File: config.mk
export PLATFORM = sky130hd
export DESIGN_NAME = lahr_top
export DESIGN_NICKNAME = d
export VERILOG_FILES = /design/src/lahr_pkg.sv /design/src/lahr_if.sv /design/src/lahr_top.sv /design/src/lahr_wb_slave.sv /design/src/lahr_holdoff_cnt.sv
export SDC_FILE = /design/constraint.sdc
export NUM_CORES = 1
export LEC_CHECK = 0
export BUFFER_PORTS_ARGS = -buffer_cell sky130_fd_sc_hd__buf_4
export CAP_MARGIN = 20
export CORE_MARGIN = 2
export CORE_UTILIZATION = 30
export DETAILED_ROUTE_END_ITERATION = 8
export PLACE_DENSITY = 0.45
export RECOVER_POWER = 25
export SYNTH_ARGS = -nofsm -noshare
export SYNTH_HDL_FRONTEND = slang
export SYNTH_SLANG_ARGS = --single-unit
File: constraint.sdc
create_clock -name clk_i -period 2.71 [get_ports clk_i]
set_input_delay 0 -clock clk_i [delete_from_list [all_inputs] [get_ports clk_i]]
set_output_delay 0 -clock clk_i [all_outputs]
set_load 0.02 [all_outputs]
File: src/lahr_pkg.sv
/*
 holds the constants, state codes and helpers of the l1 reject hold-off timer.
 assumes a 20 MHz clock and a 32-bit classic wishbone register bus.
*/
package lahr_pkg;
   // =====================================================
   // bus and register map
   localparam int unsigned ADDR_W   = 12;
   localparam int unsigned DATA_W   = 32;
   localparam logic [11:0] CTRL_OFS = 12'h710;
   localparam logic [11:0] STAT_OFS = 12'h714;
   localparam logic [11:0] EVNT_OFS = 12'h718;

   // =====================================================
   // control fields
   localparam int unsigned LIMIT_LSB = 0;
   localparam int unsigned LIMIT_W   = 14;
   localparam int unsigned MODE_BIT  = 16;
   localparam logic [13:0] LIMIT_RST = 14'h947;
   localparam logic        MODE_RST  = 1'b1;

   // =====================================================
   // status and event fields
   localparam int unsigned ST_HOLD_BIT = 0;
   localparam int unsigned ST_FSM_LSB  = 1;
   localparam int unsigned ST_ELAP_LSB = 8;
   localparam int unsigned ST_REJ_LSB  = 24;
   localparam int unsigned REJ_W       = 8;
   localparam int unsigned EV_W        = 16;
   localparam int unsigned EV_RST_LSB  = 16;

   // =====================================================
   // timing: elapsed time kept in half units of 4 ns
   localparam int unsigned CLK_PERIOD_NS = 50;
   localparam int unsigned COUNT_NS      = 4;
   localparam int unsigned FRAC_BITS     = 1;
   localparam int unsigned ACC_W         = LIMIT_W + FRAC_BITS + 1;
   localparam logic [15:0] STEP =
      16'((CLK_PERIOD_NS << FRAC_BITS) / COUNT_NS);

   // =====================================================
   // sequencer states
   typedef enum logic [1:0] {
      ST_IDLE = 2'b00,
      ST_PEND = 2'b01,
      ST_HOLD = 2'b11
   } lahr_state_t;

   function automatic logic [EV_W-1:0] sat_inc(input logic [EV_W-1:0] v);
      sat_inc = (v == {EV_W{1'b1}}) ? v : v + 16'h0001;
   endfunction : sat_inc
endpackage : lahr_pkg

File: src/lahr_if.sv
/*
 holds the carriers between the top, the bus slave and the hold-off counter.
 assumes all parties run on the same clock.
*/
`timescale 1ns/100ps
interface lahr_reg_if;
   import lahr_pkg::*;
   logic              wr;
   logic [ADDR_W-1:0] addr;
   logic [DATA_W-1:0] wdata;
   logic [3:0]        sel;
   logic [DATA_W-1:0] rdata;
   modport bus (output wr, addr, wdata, sel, input rdata);
   modport regs (input wr, addr, wdata, sel, output rdata);
endinterface : lahr_reg_if

interface lahr_tmr_if;
   import lahr_pkg::*;
   logic               start;
   logic               run;
   logic [LIMIT_W-1:0] limit;
   logic               expired;
   logic [LIMIT_W-1:0] elapsed;
   modport ctl (output start, run, limit, input expired, elapsed);
   modport tmr (input start, run, limit, output expired, elapsed);
endinterface : lahr_tmr_if

File: src/lahr_top.sv
/*
 holds the l1 reject hold-off timer of one switch port: register file,
 request sequencer and the event counters.
 assumes the link layer gives same-clock one-cycle pulses for each received
 l1 request DLLP and for each ack or nak the port sends.
*/
`timescale 1ns/100ps
module lahr_top
   import lahr_pkg::*;
(
   input  wire logic                        clk_i,
   input  wire logic                        rst_i,
   input  wire logic                        wb_cyc_i,
   input  wire logic                        wb_stb_i,
   input  wire logic                        wb_we_i,
   input  wire logic [lahr_pkg::ADDR_W-1:0] wb_adr_i,
   input  wire logic [lahr_pkg::DATA_W-1:0] wb_dat_i,
   input  wire logic [3:0]                  wb_sel_i,
   output logic      [lahr_pkg::DATA_W-1:0] wb_dat_o,
   output logic                             wb_ack_o,
   input  wire logic                        l1_req_dllp_i,
   input  wire logic                        pm_ack_sent_i,
   input  wire logic                        pm_nak_sent_i,
   output logic                             l1_entry_req_o,
   output logic                             holdoff_o,
   output logic                             dllp_ignored_o
);
   import lahr_pkg::*;

   // =====================================================
   // carriers and sub-blocks
   lahr_reg_if rb ();
   lahr_tmr_if tif ();

   lahr_wb_slave u_wb (
      .clk_i    (clk_i),
      .rst_i    (rst_i),
      .wb_cyc_i (wb_cyc_i),
      .wb_stb_i (wb_stb_i),
      .wb_we_i  (wb_we_i),
      .wb_adr_i (wb_adr_i),
      .wb_dat_i (wb_dat_i),
      .wb_sel_i (wb_sel_i),
      .wb_dat_o (wb_dat_o),
      .wb_ack_o (wb_ack_o),
      .rb       (rb)
   );

   lahr_holdoff_cnt u_cnt (
      .clk_i (clk_i),
      .rst_i (rst_i),
      .tif   (tif)
   );

   // =====================================================
   // register state
   logic [LIMIT_W-1:0] limit_reg;
   logic               mode_reg;
   logic [REJ_W-1:0]   rej_cnt_reg;
   logic [EV_W-1:0]    ign_cnt_reg;
   logic [EV_W-1:0]    rst_cnt_reg;

   logic wr_ctrl;
   logic wr_evnt;

   assign wr_ctrl = rb.wr & (rb.addr == CTRL_OFS);
   assign wr_evnt = rb.wr & (rb.addr == EVNT_OFS);

   // =====================================================
   // control register with byte lanes
   always_ff @(posedge clk_i) begin
      if (rst_i) begin
         limit_reg <= LIMIT_RST;
      end else if (wr_ctrl) begin
         if (rb.sel[0]) begin
            limit_reg[7:0] <= rb.wdata[LIMIT_LSB +: 8];
         end
         if (rb.sel[1]) begin
            limit_reg[13:8] <= rb.wdata[LIMIT_LSB+8 +: 6];
         end
      end
   end

   always_ff @(posedge clk_i) begin
      if (rst_i) begin
         mode_reg <= MODE_RST;
      end else if (wr_ctrl & rb.sel[2]) begin
         mode_reg <= rb.wdata[MODE_BIT];
      end
   end

   // =====================================================
   // request sequencer
   lahr_state_t state_reg;
   lahr_state_t state_next;
   logic        fresh_req;
   logic        restart;
   logic        ignored;
   logic        reject;

   // a DLLP that meets expiry is taken as fresh, not as a restart
   always_comb begin
      state_next = state_reg;
      fresh_req  = 1'b0;
      restart    = 1'b0;
      ignored    = 1'b0;
      reject     = 1'b0;
      unique case (state_reg)
         ST_IDLE: begin
            if (l1_req_dllp_i) begin
               fresh_req  = 1'b1;
               state_next = ST_PEND;
            end
         end
         ST_PEND: begin
            if (pm_nak_sent_i) begin
               reject     = 1'b1;
               state_next = ST_HOLD;
            end else if (pm_ack_sent_i) begin
               state_next = ST_IDLE;
            end
         end
         ST_HOLD: begin
            if (tif.expired) begin
               if (l1_req_dllp_i) begin
                  fresh_req  = 1'b1;
                  state_next = ST_PEND;
               end else begin
                  state_next = ST_IDLE;
               end
            end else if (l1_req_dllp_i) begin
               if (mode_reg) begin
                  ignored = 1'b1;
               end else begin
                  restart = 1'b1;
               end
            end
         end
         default: begin
            state_next = ST_IDLE;
         end
      endcase
   end

   always_ff @(posedge clk_i) begin
      if (rst_i) begin
         state_reg <= ST_IDLE;
      end else begin
         state_reg <= state_next;
      end
   end

   // both modes start at the nak; only mode 0 restarts
   assign tif.start = reject | restart;
   assign tif.run   = (state_reg == ST_HOLD);
   assign tif.limit = limit_reg;

   // =====================================================
   // outputs toward the link layer
   always_ff @(posedge clk_i) begin
      if (rst_i) begin
         l1_entry_req_o <= 1'b0;
         dllp_ignored_o <= 1'b0;
      end else begin
         l1_entry_req_o <= fresh_req;
         dllp_ignored_o <= ignored | restart;
      end
   end

   always_ff @(posedge clk_i) begin
      if (rst_i) begin
         holdoff_o <= 1'b0;
      end else begin
         holdoff_o <= (state_next == ST_HOLD);
      end
   end

   // =====================================================
   // event counters; a count in the clearing cycle survives
   always_ff @(posedge clk_i) begin
      if (rst_i) begin
         rej_cnt_reg <= '0;
      end else if (reject) begin
         rej_cnt_reg <= rej_cnt_reg + 8'h01;
      end
   end

   always_ff @(posedge clk_i) begin
      if (rst_i) begin
         ign_cnt_reg <= '0;
      end else if (ignored) begin
         ign_cnt_reg <= wr_evnt ? 16'h0001 : sat_inc(ign_cnt_reg);
      end else if (wr_evnt) begin
         ign_cnt_reg <= '0;
      end
   end

   always_ff @(posedge clk_i) begin
      if (rst_i) begin
         rst_cnt_reg <= '0;
      end else if (restart) begin
         rst_cnt_reg <= wr_evnt ? 16'h0001 : sat_inc(rst_cnt_reg);
      end else if (wr_evnt) begin
         rst_cnt_reg <= '0;
      end
   end

   // =====================================================
   // read mux; unmapped and reserved bits read zero
   always_comb begin
      rb.rdata = '0;
      unique case (rb.addr)
         CTRL_OFS: begin
            rb.rdata[LIMIT_LSB +: LIMIT_W] = limit_reg;
            rb.rdata[MODE_BIT]             = mode_reg;
         end
         STAT_OFS: begin
            rb.rdata[ST_HOLD_BIT]            = (state_reg == ST_HOLD);
            rb.rdata[ST_FSM_LSB +: 2]        = state_reg;
            rb.rdata[ST_ELAP_LSB +: LIMIT_W] = tif.elapsed;
            rb.rdata[ST_REJ_LSB +: REJ_W]    = rej_cnt_reg;
         end
         EVNT_OFS: begin
            rb.rdata[0 +: EV_W]          = ign_cnt_reg;
            rb.rdata[EV_RST_LSB +: EV_W] = rst_cnt_reg;
         end
         default: begin
            rb.rdata = '0;
         end
      endcase
   end
endmodule : lahr_top

File: src/lahr_wb_slave.sv
/*
 holds the classic wishbone slave of the hold-off timer registers.
 assumes a master that holds its request until it samples ack.
*/
`timescale 1ns/100ps
module lahr_wb_slave
   import lahr_pkg::*;
(
   input  wire logic              clk_i,
   input  wire logic              rst_i,
   input  wire logic              wb_cyc_i,
   input  wire logic              wb_stb_i,
   input  wire logic              wb_we_i,
   input  wire logic [ADDR_W-1:0] wb_adr_i,
   input  wire logic [DATA_W-1:0] wb_dat_i,
   input  wire logic [3:0]        wb_sel_i,
   output logic      [DATA_W-1:0] wb_dat_o,
   output logic                   wb_ack_o,
   lahr_reg_if.bus                rb
);
   import lahr_pkg::*;

   logic              ack_reg;
   logic [DATA_W-1:0] dat_reg;

   // =====================================================
   // one wait state; ack drops the cycle after it is given
   always_ff @(posedge clk_i) begin
      if (rst_i) begin
         ack_reg <= 1'b0;
      end else begin
         ack_reg <= wb_cyc_i & wb_stb_i & ~ack_reg;
      end
   end

   always_ff @(posedge clk_i) begin
      if (rst_i) begin
         dat_reg <= '0;
      end else if (wb_cyc_i & wb_stb_i & ~ack_reg) begin
         dat_reg <= rb.rdata;
      end
   end

   // write lands on the edge where the master samples ack
   assign rb.wr    = ack_reg & wb_cyc_i & wb_stb_i & wb_we_i;
   assign rb.addr  = wb_adr_i;
   assign rb.wdata = wb_dat_i;
   assign rb.sel   = wb_sel_i;
   assign wb_ack_o = ack_reg;
   assign wb_dat_o = dat_reg;
endmodule : lahr_wb_slave

File: src/lahr_holdoff_cnt.sv
/*
 holds the hold-off interval counter, in half units of 4 ns.
 assumes start is a one-cycle pulse from the sequencer.
*/
`timescale 1ns/100ps
module lahr_holdoff_cnt
   import lahr_pkg::*;
(
   input  wire logic clk_i,
   input  wire logic rst_i,
   lahr_tmr_if.tmr   tif
);
   import lahr_pkg::*;

   logic [ACC_W-1:0] acc_reg;
   logic [ACC_W-1:0] goal;

   // limit is read live so a rewrite during hold-off takes hold at once
   assign goal        = {1'b0, tif.limit, 1'b0};
   assign tif.expired = (acc_reg >= goal);
   assign tif.elapsed = acc_reg[LIMIT_W:FRAC_BITS];

   // stops once at or past the goal so the sum never wraps
   always_ff @(posedge clk_i) begin
      if (rst_i) begin
         acc_reg <= '0;
      end else if (tif.start) begin
         acc_reg <= '0;
      end else if (tif.run & ~tif.expired) begin
         acc_reg <= acc_reg + STEP[ACC_W-1:0];
      end
   end
endmodule : lahr_holdoff_cnt

## Word level (Yosys, flattened, before mapping)

Index checks and enable logic that the tools add are counted.

| storage, ports and cells | value |
|---|---|
| register bits | 109 |
| input bits | 56 |
| output and inout bits | 36 |

| operators by class | value |
|---|---|
| $add $sub $neg | 4 |
| order comparisons | 1 |
| eq/ne operators | 10 |
| muxes and demuxes | 34 |
| bitwise operators | 13 |
| reductions and logical operators | 8 |

Operator list:

| operator | number |
|---|---|
| two-way mux 16 bit | 7 |
| equality test 12 x 11 -> 1 bit, second input constant | 3 |
| adder 16 x 1 -> 16 bit, second input constant | 2 |
| equality test 16 bit, second input constant | 2 |
| one-hot mux 5 bit (2 select lines) | 2 |
| one-hot mux 6 bit (3 select lines) | 1 |
| adder 16 x 5 -> 16 bit, second input constant | 1 |
| >= comparator 16 x 15 -> 1 bit | 1 |
| one-hot mux 8 bit (2 select lines) | 1 |
| two-way mux 1 bit | 13 |
| two-way mux 2 bit | 5 |
| AND 1 bit | 9 |
| one-hot mux 3 bit (3 select lines) | 1 |
| adder 8 x 1 -> 8 bit, second input constant | 1 |
| AND reduction 2 bit | 4 |
| one-hot mux 2 bit (3 select lines) | 1 |
| equality test 2 bit, second input constant | 2 |
| != test 2 bit, second input constant | 2 |
| one-hot mux 2 bit (2 select lines) | 1 |
| nonzero test 2 bit | 2 |
| one-hot mux 1 bit (3 select lines) | 1 |
| equality test 2 x 1 -> 1 bit, second input constant | 1 |
| zero test 2 bit | 1 |
| NOT 1 bit | 2 |
| 3 further kinds | 4 |

## Depth between registers and ports, before layout

| logic depth | value |
|---|---|
| depth in word-level cells | 6 |
| mapped depth | 10 |

## Hierarchy

A second synthesis with hierarchy kept.

| second synthesis, totals | value |
|---|---|
| cells, all modules | 745 |
| area total of the unflattened synthesis | 6809.0 um^2 |

Modules (own cells, without submodules):

| module | times used | cells an instance | area each (um^2) |
|---|---|---|---|
| lahr_top | 1 | 386 | 3472.1 |
| lahr_wb_slave | 1 | 191 | 1865.5 |
| lahr_holdoff_cnt | 1 | 168 | 1471.4 |

## Least setup slack after synthesis

OpenSTA, ideal clock, no wires.

| timing path | value |
|---|---|
| path type | register to register |
| start | register limit_reg[13] |
| end | register rst_cnt_reg[4] |
| library setup time | 0.070 ns |
| arrival time | 2.213 ns |
| required time | 2.640 ns |
| slack | 0.427 ns |
| stages on the path, launching flop included | 10 |
| buffers on the path | 1 |
| clock period less this slack | 2.283 ns |
| cells stage by stage | dfxtp_1 > inv_1 > ha_1 > a211oi_2 > nand2_1 > a211oi_4 > nand4_1 > buf_2 > or4_1 > a21oi_1 |

| between the ends | value |
|---|---|
| longest elaborated chain between the ends | 5 |

RTL lines:

| element | line | RTL |
|---|---|---|
| from (decl) | lahr_top.sv:57 | `logic [LIMIT_W-1:0] limit_reg;` |
| from (signal assigned) | lahr_top.sv:79 | `limit_reg[13:8] <= rb.wdata[LIMIT_LSB+8 +: 6];` |
| >= comparator 16 x 15 -> 1 bit * | lahr_holdoff_cnt.sv:20 | `assign tif.expired = (acc_reg >= goal);` |
| two-way mux 1 bit * | lahr_top.sv:124 | `if (tif.expired) begin` |
| two-way mux 1 bit * | lahr_top.sv:108 | `unique case (state_reg)` |
| nonzero test 2 bit (no source line) | -- |  |
| AND reduction 2 bit (no source line) | -- |  |
| to (signal assigned) | lahr_top.sv:202 | `rst_cnt_reg <= wr_evnt ? 16'h0001 : sat_inc(rst_cnt_reg);` |
| to (decl) | lahr_top.sv:61 | `logic [EV_W-1:0] rst_cnt_reg;` |

Every way passes the cells marked *; elsewhere a longest branch is shown, timed or not.
A chain may end at the register's enable or synchronous reset.

## Worst setup path after layout

| timing path | value |
|---|---|
| start | register limit_reg[5] |
| end | register rst_cnt_reg[7] |

Same word-level chain as after synthesis.

==> impl_metrics.tcl <==
set metrics [dict create \
    cts-root-buf "clkbuf_16" \
    synth-compound-area-share_pct 17.2 \
    cp_cell_sequence "inv_1 > ha_1 > a41oi_1 > o21ai_2 > a211oi_4 > nand4_1 > buf_4 > or4_1 > a21oi_1" \
    synthMuxAreaShare_pct 2.67 \
    die_h_microns 141 \
    overflow 0 \
    diodes 0 \
    holdWs_ns 0.0796 \
    grt_max_degree 58 \
    antenna_left 0 \
    largest_register_ffs 32 \
    grtUsageTotal_pct 18.0 \
    cp_max_fo 29 \
    start_kind "flop" \
    row_count 50 \
    vias_per_cell 5.19 \
    fin_worst_skew_ns 0.00962 \
    netlist_area_sq_um 5620 \
    vias 5404 \
    first_global_vias 5227 \
    stdcell_count 1041 \
    grt_antenna_before_repair 0 \
    finalCriticalPeriod_ns 2.59 \
    worst_pin_slew_ns 0.772 \
    placed_cells 992 \
    holdCritPathClass "in2reg" \
    io_buffers 73 \
    grt_pass1_wl_microns 28300 \
    cts_tree "yes" \
    placed_cell_area_sq_um 6470 \
    drive_gt1_share_pct 11.2 \
    hold_viol 0 \
    clkTransAtPathRegs_ns 0.08 \
    initial_core_util_pct 30.3 \
    p_leak_nw 2.49 \
    finalPower_mw 3.29 \
    syn_area_per_cell_sq_um 7.98 \
    end_kind "flop" \
    routedWlPerCell_microns 16.8 \
    htree_num_levels 3 \
    fp.coreArea_sq_um 18600 \
    clockBufferDepth 2 \
    cts_buffers 9 \
    drc 0 \
    drtPass1Iterations 7 \
    cpMaxStageDelayCell "or4_1" \
    numClockSinks 109 \
    slew_headroom_pct 48.5 \
    clk_latency_ns 0.36 \
    yosysWarnings 0 \
    crit_type "reg2reg" \
    worstPathArrival_ns 2.88 \
    postLayoutCellArea_sq_um 6960 \
    post-route-period-util_pct 95.4 \
    area_delta_synth_final_pct 23.7 \
    die_w_microns 141 \
    cp_data_required_time_ns 3.00 \
    routabilityCongestion 0.840 \
    slowest_delay_ns 0.52 \
    fmax_ghz 0.387 \
    dr.first_iter.drc_count 331 \
    syn-num-nets 783 \
    synth_fa_ha_area_share_pct 4.89 \
    finalMaxSlewViolations 0 \
    setup_tns_ns 0 \
    pwr_density_cell_nw_per_um2 473 \
    ys.flop_type "dfxtp_1" \
    synth_top_family_by_area "simple AND/OR/NAND/NOR gates" \
    async_flop_share_pct 0 \
    status "completed" \
    maxCapViolCount 0 \
    synth_edf_count 0 \
    dpl.hpwl_microns 13000 \
    synth-seq-area-share_pct 38.8 \
    synth-xor-area-share_pct 3.11 \
    die_area_sq_um 19900 \
    yosysUniqueCellTypes 49 \
    synth_cells 705 \
    setup_violations 0 \
    yosys.area_share.simple_pct 28.2 \
    design.portCount 92 \
    ys_ff_latch 109 \
    nets 880 \
    totalWireLength_microns 17400 \
    ir_worst_vdd_mv 0.262 \
]
==> through the flow <==
step                setup slack, ns  util, %
floorplan                     0.427        -
global placement              0.196     34.8
detailed placement           0.0930     34.8
CTS                          0.0769     38.1
global route               -0.00393     37.4
finish                        0.124     37.4
==> power by group <==
part | switching (mW) | total [mW] | internal, mW
combinational | 0.183 | 0.310 | 0.128
clock | 0.688 | 1.33 | 0.647
sequential | 0.0248 | 1.64 | 1.62
total | 0.895 | 3.29 | 2.39
==> logic make-up after synthesis <==
kind of cell	after synthesis
XOR/XNOR	20
AO/OA/AOI/OAI	157
multiplexers	15
adder cells (fa/ha/maj)	22
AND/OR/NAND/NOR	314
buffers and inverters	68
flip-flops	109
==> synthesized netlist by cell type, types with 2 or more instances <==
cell / count / share of area (%)
dfxtp_1: 109 / 39
nand2_1: 103 / 6.9
a21oi_1: 75 / 6.7
nand3_1: 73 / 6.5
nor2_1: 37 / 2.5
nand4_1: 29 / 3.2
o21ai_0: 28 / 2.5
clkbuf_1: 27 / 1.8
inv_1: 23 / 1.5
ha_1: 22 / 4.9
xor2_1: 19 / 3.0
a22o_1: 15 / 2.3
mux2i_1: 15 / 2.7
or4_1: 15 / 2.0
o31ai_1: 12 / 1.6
or3_1: 10 / 1.1
and3_1: 9 / 1.0
buf_2: 9 / 0.80
o211ai_1: 8 / 1.1
and4_1: 7 / 1.1
nand2b_1: 7 / 0.78
nor3_1: 6 / 0.53
and2_1: 5 / 0.56
buf_1: 5 / 0.33
nor4_1: 4 / 0.44
a21o_1: 3 / 0.40
buf_4: 3 / 0.40
nor2b_1: 3 / 0.33
o21a_1: 2 / 0.27
o21ai_1: 2 / 0.18
or4b_1: 2 / 0.36
==> final cells by class <==
cell class,instances,area [sq um]
sequential,109,2180
clock buffer,9,225
fill,1930,11600
inverter,23,86.3
multi-input combinational,528,3160
clock inverter,7,67.6
tap,234,293
timing repair buffer,131,941
==> cell usage in the layout (no fill, tap or decap), drive strengths merged, types with 7 or more instances in the layout <==
| master | Yosys | routed |
|---|---|---|
| dfxtp | 109 | 109 |
| nand2 | 103 | 103 |
| a21oi | 75 | 75 |
| nand3 | 73 | 73 |
| buf | 18 | 63 |
| clkbuf | 27 | 45 |
| nor2 | 37 | 37 |
| dlygate4sd3 | 0 | 32 |
| o21ai | 31 | 31 |
| nand4 | 29 | 29 |
| inv | 23 | 25 |
| ha | 22 | 22 |
| xor2 | 19 | 19 |
| a22o | 15 | 15 |
| mux2i | 15 | 15 |
| or4 | 15 | 15 |
| o31ai | 12 | 12 |
| or3 | 10 | 10 |
| and3 | 9 | 9 |
| o211ai | 8 | 8 |
| nand2b | 7 | 7 |
| and4 | 7 | 7 |
| nor3 | 7 | 7 |
==> per-layer routing <==
metal | global-route usage (%) | vias to the layer above | part of all wire [%]
li1 | - | 2725 | -
met1 | 24.4 | 2544 | 47
met2 | 29.0 | 109 | 47
met3 | 2.58 | 26 | 3.4
met4 | 7.47 | 0 | 2.7
met5 | 0 | - | 0
==> worst max-delay path: cells and delay by family, from the launching register on <==
kind	cells	cell delay (ns)
buffers and inverters	2	0.30
AND/OR/NAND/NOR	2	0.65
flip-flops	1	0.35
AO/OA/AOI/OAI	4	0.92
adder cells (fa/ha/maj)	1	0.31
==> worst paths after layout <==
check             depth (start not counted)           endpoint              start  slack (ns)
setup reg to reg                          9     rst_cnt_reg[7]       limit_reg[5]        0.12
hold reg to reg                           2  u_wb.wb_dat_o[27]  u_wb.wb_dat_o[27]        0.46
setup / recovery                          9     rst_cnt_reg[7]       limit_reg[5]        0.12
hold / removal                            5       state_reg[0]      pm_ack_sent_i        0.08
==> repair_timing <==
item	4_1_cts	5_1_grt
setup buffers	0	1
endpoints found under the hold margin	17	0
hold buffers	32	0
endpoints found under the setup margin	0	5
gates resized for setup	0	1
No activity file was read; power rests on OpenSTA's default activity.
